<file path="src/alu_flags_cfg.svh">
`ifndef ALU_FLAGS_CFG_SVH
`define ALU_FLAGS_CFG_SVH

`define RESULT_W        40
`define FLAGS_W         16
`define PORT_W          8
`define APB_ADDR_W      8
`define APB_DATA_W      32

`define FLAGS_RESET     16'h0000

`define OFF_FLAGS       8'h00
`define OFF_PORT_SENS   8'h04
`define OFF_PORT_STATE  8'h08

`define BIT_MID         31
`define BIT_TOP         39
`define BIT_BELOW_MID   30
`define BIT_PARITY      16
`define EXT_LO          32
`define LOW_HI          15
`define UPPER_LO        16
`define EXT_W           8
`define UPPER_W         24
`define LOW_W           16

`endif

</file>
<file path="src/alu_flags_pkg.sv">
package alu_flags_pkg;

  typedef struct packed {
    logic [1:0] loopLevel;
    logic       reserved;
    logic       testResult;
    logic       carryOutMid;
    logic       nextQuotientComplement;
    logic       compareSign;
    logic       resultBit16Flag;
    logic       stickyNormalized;
    logic       normalized;
    logic       beyond32Flag;
    logic       stickyOverflow;
    logic       overflowFlag;
    logic       zero;
    logic       carry;
    logic       sign;
  } condition_flags_t;

  typedef enum logic [2:0] {
    OP_ARITH     = 3'h0,
    OP_DOUBLE_PRECISION_MULTIPLY     = 3'h1,
    OP_SHIFT     = 3'h2,
    OP_BIT_TEST  = 3'h3,
    OP_SIGN_CMP  = 3'h4,
    OP_DIV_FIRST = 3'h5,
    OP_DIV_STEP  = 3'h6,
    OP_RESTORE   = 3'h7
  } alu_op_t;

  typedef struct packed {
    logic         valid;
    alu_op_t      op;
    logic [39:0]  result;
    logic         carry39;
    logic         carry31;
    logic         overflow40;
    logic         shiftOut;
    logic         testBit;
    logic         quotientBit;
    logic         signLeft;
    logic         signRight;
  } alu_result_t;

  typedef enum logic [4:0] {
    COND_ALWAYS  = 5'h00,
    COND_ZERO    = 5'h01,
    COND_LESS    = 5'h02,
    COND_AT_MOST = 5'h03,
    COND_CARRY   = 5'h04,
    COND_SIGN    = 5'h05,
    COND_EXT     = 5'h06,
    COND_OVF     = 5'h07,
    COND_STK_OVF = 5'h08,
    COND_NORM    = 5'h09,
    COND_STK_NRM = 5'h0A,
    COND_BIT16   = 5'h0B,
    COND_CARRY31 = 5'h0C,
    COND_TEST    = 5'h0D,
    COND_PORT0   = 5'h10,
    COND_PORT1   = 5'h11,
    COND_PORT2   = 5'h12,
    COND_PORT3   = 5'h13,
    COND_PORT4   = 5'h14,
    COND_PORT5   = 5'h15,
    COND_PORT6   = 5'h16,
    COND_PORT7   = 5'h17
  } cond_sel_t;

  typedef struct packed {
    logic      valid;
    cond_sel_t sel;
    logic      invert;
  } cond_req_t;

  typedef enum logic [1:0] {
    ZERO_ALL   = 2'h0,
    ZERO_UPPER = 2'h1,
    ZERO_LOW   = 2'h2,
    ZERO_EXT   = 2'h3
  } accum_zero_t;

  typedef struct packed {
    logic        valid;
    accum_zero_t sel;
    logic [39:0] value;
  } accum_zero_req_t;

endpackage

</file>
<file path="src/alu_flags_and_conditions.sv">
`timescale 1ns/1ns
`default_nettype none
`include "alu_flags_cfg.svh"

module alu_flags_and_conditions #(
  parameter int PORT_W = `PORT_W
) (
  input  wire logic                           clk,
  input  wire logic                           reset,
  input  wire logic                           psel,
  input  wire logic                           penable,
  input  wire logic                           pwrite,
  input  wire logic [`APB_ADDR_W-1:0]         paddr,
  input  wire logic [`APB_DATA_W-1:0]         pwdata,
  output logic [`APB_DATA_W-1:0]              prdata,
  output logic                                pready,
  output logic                                pslverr,
  input  wire alu_flags_pkg::alu_result_t     aluResult,
  input  wire logic                           loopLevelInc,
  input  wire logic                           loopLevelDec,
  input  wire alu_flags_pkg::cond_req_t       condReq,
  output logic                                condValid,
  output logic                                condResult,
  input  wire alu_flags_pkg::accum_zero_req_t zeroReq,
  output logic                                zeroValid,
  output logic [`RESULT_W-1:0]                zeroValue,
  input  wire logic [PORT_W-1:0]              portPins,
  output alu_flags_pkg::condition_flags_t     flagsOut
);

  alu_flags_pkg::condition_flags_t flags_reg;
  alu_flags_pkg::condition_flags_t flags_next;
  logic [PORT_W-1:0]               portSens_reg;
  logic [PORT_W-1:0]               portLevel_reg;
  logic [PORT_W-1:0]               portEdge_reg;
  logic [PORT_W-1:0]               portEdge_next;
  logic [PORT_W-1:0]               portTestClear;
  logic [PORT_W-1:0]               portValue;
  logic                            apbAccess;
  logic                            apbWrite;
  logic                            flagsWrite;
  logic                            sensWrite;
  logic                            condHit;
  logic                            testStickyOvf;
  logic                            testStickyNrm;
  logic [`RESULT_W-1:0]            res;
  logic                            resNormalized;
  logic                            resBeyond32;

  // decoded register word; unmapped offsets are flagged by the caller
  function automatic logic mapped(input logic [`APB_ADDR_W-1:0] a);
    mapped = (a == `OFF_FLAGS) || (a == `OFF_PORT_SENS) ||
             (a == `OFF_PORT_STATE);
  endfunction

  // true test of the selected condition, before inversion
  function automatic logic evalCond(
    input alu_flags_pkg::cond_sel_t       s,
    input alu_flags_pkg::condition_flags_t f,
    input logic [PORT_W-1:0]              p
  );
    logic lessThan;
    lessThan = f.sign ^ f.overflowFlag;
    unique case (s)
      alu_flags_pkg::COND_ALWAYS:  evalCond = 1'b1;
      alu_flags_pkg::COND_ZERO:    evalCond = f.zero;
      alu_flags_pkg::COND_LESS:    evalCond = lessThan;
      alu_flags_pkg::COND_AT_MOST:
        evalCond = lessThan | f.zero;
      alu_flags_pkg::COND_CARRY:   evalCond = f.carry;
      alu_flags_pkg::COND_SIGN:    evalCond = f.sign;
      alu_flags_pkg::COND_EXT:     evalCond = f.beyond32Flag;
      alu_flags_pkg::COND_OVF:     evalCond = f.overflowFlag;
      alu_flags_pkg::COND_STK_OVF: evalCond = f.stickyOverflow;
      alu_flags_pkg::COND_NORM:    evalCond = f.normalized;
      alu_flags_pkg::COND_STK_NRM: evalCond = f.stickyNormalized;
      alu_flags_pkg::COND_BIT16:   evalCond = f.resultBit16Flag;
      alu_flags_pkg::COND_CARRY31: evalCond = f.carryOutMid;
      alu_flags_pkg::COND_TEST:    evalCond = f.testResult;
      alu_flags_pkg::COND_PORT0:   evalCond = p[0];
      alu_flags_pkg::COND_PORT1:   evalCond = p[1];
      alu_flags_pkg::COND_PORT2:   evalCond = p[2];
      alu_flags_pkg::COND_PORT3:   evalCond = p[3];
      alu_flags_pkg::COND_PORT4:   evalCond = p[4];
      alu_flags_pkg::COND_PORT5:   evalCond = p[5];
      alu_flags_pkg::COND_PORT6:   evalCond = p[6];
      alu_flags_pkg::COND_PORT7:   evalCond = p[7];
      default:                     evalCond = 1'b0;
    endcase
  endfunction

  // apb decode
  assign apbAccess  = psel && penable && pready;
  assign apbWrite   = apbAccess && pwrite && !pslverr;
  assign flagsWrite = apbWrite && (paddr == `OFF_FLAGS);
  assign sensWrite  = apbWrite && (paddr == `OFF_PORT_SENS);

  // apb answer one cycle into the access phase
  always_ff @(posedge clk) begin
    if (reset) begin
      pready  <= 1'b0;
      pslverr <= 1'b0;
    end else begin
      pready  <= psel && penable && !pready;
      pslverr <= psel && penable && !pready && !mapped(paddr);
    end
  end

  always_ff @(posedge clk) begin
    if (reset) begin
      prdata <= '0;
    end else if (psel && !penable && !pwrite) begin
      unique case (paddr)
        `OFF_FLAGS:      prdata <= {16'h0000, flags_reg};
        `OFF_PORT_SENS:  prdata <= {{(`APB_DATA_W-PORT_W){1'b0}},
                                    portSens_reg};
        `OFF_PORT_STATE: prdata <= {{(`APB_DATA_W-PORT_W){1'b0}},
                                    portValue};
        default:         prdata <= '0;
      endcase
    end
  end

  always_ff @(posedge clk) begin
    if (reset) begin
      portSens_reg <= '0;
    end else if (sensWrite) begin
      portSens_reg <= pwdata[PORT_W-1:0];
    end
  end

  // port sampling and falling-edge capture
  assign condHit = condReq.valid &&
                   (condReq.sel >= alu_flags_pkg::COND_PORT0);

  generate
    for (genvar i = 0; i < PORT_W; i++) begin : g_port
      assign portTestClear[i] = condHit &&
        (condReq.sel[2:0] == 3'(i));
      // set wins over the clear from a test in the same cycle
      assign portEdge_next[i] =
        (portLevel_reg[i] && !portPins[i]) ||
        (portEdge_reg[i] && !portTestClear[i]);
      assign portValue[i] = portSens_reg[i] ? portEdge_reg[i]
                                            : portLevel_reg[i];
    end
  endgenerate

  always_ff @(posedge clk) begin
    if (reset) begin
      portLevel_reg <= '0;
      portEdge_reg  <= '0;
    end else begin
      portLevel_reg <= portPins;
      portEdge_reg  <= portEdge_next & portSens_reg;
    end
  end

  // condition evaluation
  always_ff @(posedge clk) begin
    if (reset) begin
      condValid  <= 1'b0;
      condResult <= 1'b0;
    end else begin
      condValid  <= condReq.valid;
      condResult <= condReq.valid &&
        (evalCond(condReq.sel, flags_reg, portValue) ^
         condReq.invert);
    end
  end

  assign testStickyOvf = condReq.valid &&
    (condReq.sel == alu_flags_pkg::COND_STK_OVF);
  assign testStickyNrm = condReq.valid &&
    (condReq.sel == alu_flags_pkg::COND_STK_NRM);

  // result-derived flag terms
  assign res = aluResult.result;
  assign resNormalized =
    ((&res[`BIT_TOP:`BIT_MID]) || !(|res[`BIT_TOP:`BIT_MID])) &&
    (res[`BIT_MID] != res[`BIT_BELOW_MID]);
  assign resBeyond32 =
    !((&res[`BIT_TOP:`BIT_MID]) ||
      !(|res[`BIT_TOP:`BIT_MID]));

  always_comb begin
    flags_next = flags_reg;
    if (flagsWrite) begin
      flags_next = alu_flags_pkg::condition_flags_t'(
        pwdata[`FLAGS_W-1:0]);
    end
    unique case ({loopLevelInc, loopLevelDec})
      2'b10:   flags_next.loopLevel = flags_reg.loopLevel + 2'h1;
      2'b01:   flags_next.loopLevel = flags_reg.loopLevel - 2'h1;
      default: flags_next.loopLevel = flags_next.loopLevel;
    endcase
    if (testStickyOvf) begin
      flags_next.stickyOverflow = 1'b0;
    end
    if (testStickyNrm) begin
      flags_next.stickyNormalized = 1'b0;
    end
    if (aluResult.valid) begin
      flags_next.sign            = res[`BIT_TOP];
      flags_next.zero            = (res == '0);
      flags_next.carry           = aluResult.carry39;
      flags_next.overflowFlag    = aluResult.overflow40;
      flags_next.beyond32Flag    = resBeyond32;
      flags_next.normalized      = resNormalized;
      flags_next.resultBit16Flag = res[`BIT_PARITY];
      if (aluResult.overflow40) begin
        flags_next.stickyOverflow = 1'b1;
      end
      if (resNormalized) begin
        flags_next.stickyNormalized = 1'b1;
      end
      if (aluResult.op != alu_flags_pkg::OP_DOUBLE_PRECISION_MULTIPLY) begin
        flags_next.carryOutMid = aluResult.carry31;
      end
      if (aluResult.op == alu_flags_pkg::OP_BIT_TEST) begin
        flags_next.testResult = aluResult.testBit;
      end
      if (aluResult.op == alu_flags_pkg::OP_SHIFT) begin
        flags_next.testResult = aluResult.shiftOut;
      end
      if (aluResult.op == alu_flags_pkg::OP_DIV_FIRST ||
          aluResult.op == alu_flags_pkg::OP_DIV_STEP) begin
        flags_next.nextQuotientComplement =
          !aluResult.quotientBit;
      end
      if (aluResult.op == alu_flags_pkg::OP_SIGN_CMP) begin
        flags_next.compareSign =
          aluResult.signLeft ^ aluResult.signRight;
      end
    end
    flags_next.reserved = 1'b0;
  end

  always_ff @(posedge clk) begin
    if (reset) begin
      flags_reg <= alu_flags_pkg::condition_flags_t'(
        `FLAGS_RESET);
    end else begin
      flags_reg <= flags_next;
    end
  end

  always_ff @(posedge clk) begin
    if (reset) begin
      flagsOut <= alu_flags_pkg::condition_flags_t'(`FLAGS_RESET);
    end else begin
      flagsOut <= flags_next;
    end
  end

  // accumulator zeroing
  always_ff @(posedge clk) begin
    if (reset) begin
      zeroValid <= 1'b0;
      zeroValue <= '0;
    end else begin
      zeroValid <= zeroReq.valid;
      if (zeroReq.valid) begin
        unique case (zeroReq.sel)
          alu_flags_pkg::ZERO_ALL:
            zeroValue <= '0;
          alu_flags_pkg::ZERO_UPPER:
            zeroValue <= {{`UPPER_W{1'b0}},
                          zeroReq.value[`LOW_HI:0]};
          alu_flags_pkg::ZERO_LOW:
            zeroValue <= {zeroReq.value[`BIT_TOP:`UPPER_LO],
                          {`LOW_W{1'b0}}};
          alu_flags_pkg::ZERO_EXT:
            zeroValue <= {{`EXT_W{1'b0}},
                          zeroReq.value[`EXT_LO-1:0]};
        endcase
      end
    end
  end

endmodule
`default_nettype wire

</file>
<file path="config.mk">
export PLATFORM = sky130hd
export DESIGN_NAME = alu_flags_and_conditions
export DESIGN_NICKNAME = d
export VERILOG_FILES = /design/src/alu_flags_pkg.sv /design/src/alu_flags_and_conditions.sv
export VERILOG_INCLUDE_DIRS = /design/src /design/src/src
export SDC_FILE = /design/constraint.sdc
export NUM_CORES = 1
export LEC_CHECK = 0
export ABC_CLOCK_PERIOD_IN_PS = 2300
export BUFFER_PORTS_ARGS = -buffer_cell sky130_fd_sc_hd__buf_4
export CORE_ASPECT_RATIO = 0.7
export CORE_MARGIN = 2
export CORE_UTILIZATION = 45
export DETAILED_ROUTE_END_ITERATION = 6
export GPL_ROUTABILITY_DRIVEN = 0
export PLACE_DENSITY = 0.89
export SLEW_MARGIN = 10
export SYNTH_ARGS = -nofsm -noshare
export SYNTH_HDL_FRONTEND = slang
export SYNTH_SLANG_ARGS = --single-unit
export TNS_END_PERCENT = 100
</file>
<file path="constraint.sdc">
create_clock -name clk -period 2.3 [get_ports clk]
set_clock_uncertainty 0.15 [all_clocks]
set_input_delay 0 -clock clk [delete_from_list [all_inputs] [get_ports clk]]
set_output_delay 0 -clock clk [all_outputs]
set_load 0.1 [all_outputs]
</file>
==> results.json <==
{
  "multiInputGateArea_um2": 2480,
  "grt_antenna_before_repair": 0,
  "clk_pin_slew_worst_paths_ps": 70,
  "syn-cell-area_um2": 4710,
  "grt_max_degree": 54,
  "largest_register": "zeroValue",
  "cp_data_required_time_ps": 2410,
  "final-max-slew-violation-count": 0,
  "fmax_mhz": 453,
  "tns_ps": 0,
  "finalHoldViolations": 0,
  "p_comb_frac": 0.267,
  "clkLatencyLatePin_ps": 330,
  "drc": 0,
  "syn2layout_area_growth_pct": 66.7,
  "worst_pin_slew_ps": 671,
  "relSlewSlack": 0.552,
  "dpl.cell_count": 891,
  "rsz0062_at_grt": "no",
  "endpoint_kind": "flop",
  "status": "finished clean",
  "yosysTopAreaCell": "dfxtp_1",
  "p_clk_frac": 0.321,
  "dpl_cell_area_um2": 6320,
  "cts_tree": "done",
  "leakage_nw": 3.41,
  "vias": 5700,
  "grt_first_pass_wirelength_um": 27400,
  "nets": 1053,
  "ir_worst_vdd_mv": 0.431,
  "die_h_um": 89.6,
  "power_switching_mw": 1.43,
  "fin_crit_ps": 2210,
  "worstPathArrival_ps": 2320,
  "yosysWarnings": 0,
  "cp-start-kind": "primary input",
  "setup_violations": 0,
  "drive_above_1_share": 0.280,
  "overflow": 0,
  "worstSetupPathType": "in -> reg",
  "final_antenna_net_count": 0,
  "drt-wirelength-per-cell_um": 18.0,
  "min_path_cells": 4,
  "cts_made_buffers": 9,
  "diodes": 0,
  "wirelength_um": 18500,
  "via_per_inst": 5.54,
  "rows": 31,
  "ys_ff_latch": 99,
  "ys_types": 52,
  "post_cts_buffers": 0,
  "ctsRootBufferMaster": "clkbuf_16",
  "seq_power_share": 0.412,
  "numPortBuffers": 214,
  "internal_power_mw": 2.96,
  "fin_crit_sh": 0.959,
  "synth_ff_type": "dfxtp_1",
  "largest_reg_flops": 40,
  "sw_frac_of_total": 0.326,
  "dieArea_um2": 11300,
  "p_per_area_nw_per_um2": 560,
  "clock-sinks": 99,
  "postSynthAreaPerCell_um2": 8.20,
  "synth_edf_count": 0,
  "final_util": 0.763,
  "track_usage": 0.304,
  "fillers": 655,
  "synthCells": 574,
  "finalNonFillerCells": 1029,
  "reg2reg_depth": 5,
  "drt_iter0_markers": 475,
  "netlist.area_leader.share": 0.421,
  "ys_seq_area_frac": 0.421,
  "grt_pass1_vias": 5704,
  "start_util": 0.458,
  "hp-class": "in -> reg",
  "io_pins": 250,
  "hpwl_um": 11700,
  "die_w_um": 126,
  "clock_path_buffers": 2,
  "reg.largest.list": "zeroValue (40), flagsOut (15), prdata (15)",
  "synth.area.top_cells": "dfxtp_1, a21oi_1, nor2b_1",
  "synthArstFlopShare": 0,
  "fin_area_um2": 7850,
  "maxCapViolations": 0,
  "critPathMaxFanout": 1,
  "ff_latch_area_um2": 1990,
  "cts_max_level": 3,
  "drt_pass1_iterations": 7,
  "fp.coreArea_um2": 10300
}
synthesized netlist by cell type, types with 2 or more instances:
library cell,n
a211oi_1,15
a21boi_0,2
a21o_1,10
a21oi_1,67
a22oi_1,11
a311oi_1,5
a31oi_1,4
and2_1,3
and3b_1,4
buf_1,3
buf_2,6
buf_4,18
clkbuf_1,25
dfxtp_1,99
ha_1,3
inv_1,13
mux2_2,2
mux2i_1,12
nand2_1,37
nand2b_1,22
nand3_1,28
nand3b_1,6
nand4_1,4
nor2_1,59
nor2b_1,51
nor3_1,4
nor4_1,7
nor4b_1,2
o21ai_0,21
o221ai_1,3
o22ai_1,4
or4_1,2
xnor2_1,2
xor2_1,2
placed cells by master (no fill, tap or decap), drive strengths merged, types with 5 or more instances in the layout:
master       netlist  layout
a211oi            15      15
mux2i             12      12
nand3             28      28
a22oi             11      11
a21oi             67      67
buf               27     220
dlygate4sd3        0     122
nand2b            22      22
clkbuf            25      10
a311oi             5       5
o21ai             21      21
nand3b             6       6
nor2b             51      51
conb               1      18
nand2             37      37
a21o              10      10
nor4               8       8
nor2              60      60
inv               13      14
dfxtp             99      99
and3b              5       5
power by group through the flow:
stage | Clock [mW] | Sequential, mW | Combinational (mW)
CTS | 1.42 | 1.81 | 1.14
floorplan | 0 | 2.14 | 0.373
detailed placement | 0 | 1.84 | 0.982
global route | 1.48 | 1.81 | 1.22
finish | 1.41 | 1.81 | 1.17
global placement | 0 | 1.84 | 0.963
what timing repair did:
action	CTS	global route
endpoints found under the setup margin	0	9
hold buffers	123	0
resized for setup	0	4
hold endpoints to repair	89	0
through the flow:
step | power (mW) | worst slack (ps) | hold slack, ps
2_1_floorplan | 2.52 | 214 | -55.3
3_3_place_gp | 2.81 | 390 | 42.3
3_5_place_dp | 2.83 | 294 | 41.1
4_1_cts | 4.36 | 82.9 | 4.73
5_1_grt | 4.51 | 18.4 | 11.1
6_report | 4.39 | 94.1 | 16.5
area by class of cell:
| class | instances | share of cell area |
|---|---|---|
| Tap cell | 132 | 0.0211 |
| Inverter | 14 | 0.00670 |
| Sequential cell | 99 | 0.253 |
| Clock inverter | 5 | 0.00478 |
| Timing Repair Buffer | 343 | 0.368 |
| Multi-Input combinational cell | 426 | 0.316 |
| Clock buffer | 10 | 0.0305 |
layer usage:
layer	vias up	wire, µm	GRT usage
met5	-	0	0
met2	363	9300	0.539
li1	2595	-	-
met1	2644	6890	0.347
met3	98	1380	0.0760
met4	0	971	0.161
kinds of logic (layout without fill, tap and decap cells):
logic type / Yosys count / count (layout) / synth area share
AO/OA/AOI/OAI: 147 / 147 / 0.191
AND/OR/NAND/NOR: 239 / 239 / 0.268
flip-flops: 99 / 99 / 0.421
buffers and inverters: 66 / 372 / 0.0686
adder cells (fa/ha/maj): 3 / 3 / 0.00798
XOR/XNOR: 4 / 4 / 0.00745
multiplexers: 15 / 15 / 0.0351
other: 1 / 18 / 0.000797
path summary, 6_finish.rpt:
kind,from,end,slack (ps)
setup reg to reg,portSens_reg[0],condResult,290
hold reg to reg,pready,pready,280
hold / removal,aluResult[48],flagsOut[10],20
setup / recovery,aluResult[21],flagsOut[2],90
worst max-delay path, stage by stage:
cell and delay, ps:
dlygate4sd3_1 550, buf_4 130, nor4_1 390, dlygate4sd3_1 640
nand3_1 70, or3_1 380, a21oi_1 150
(Power assumes the default switching activity.)
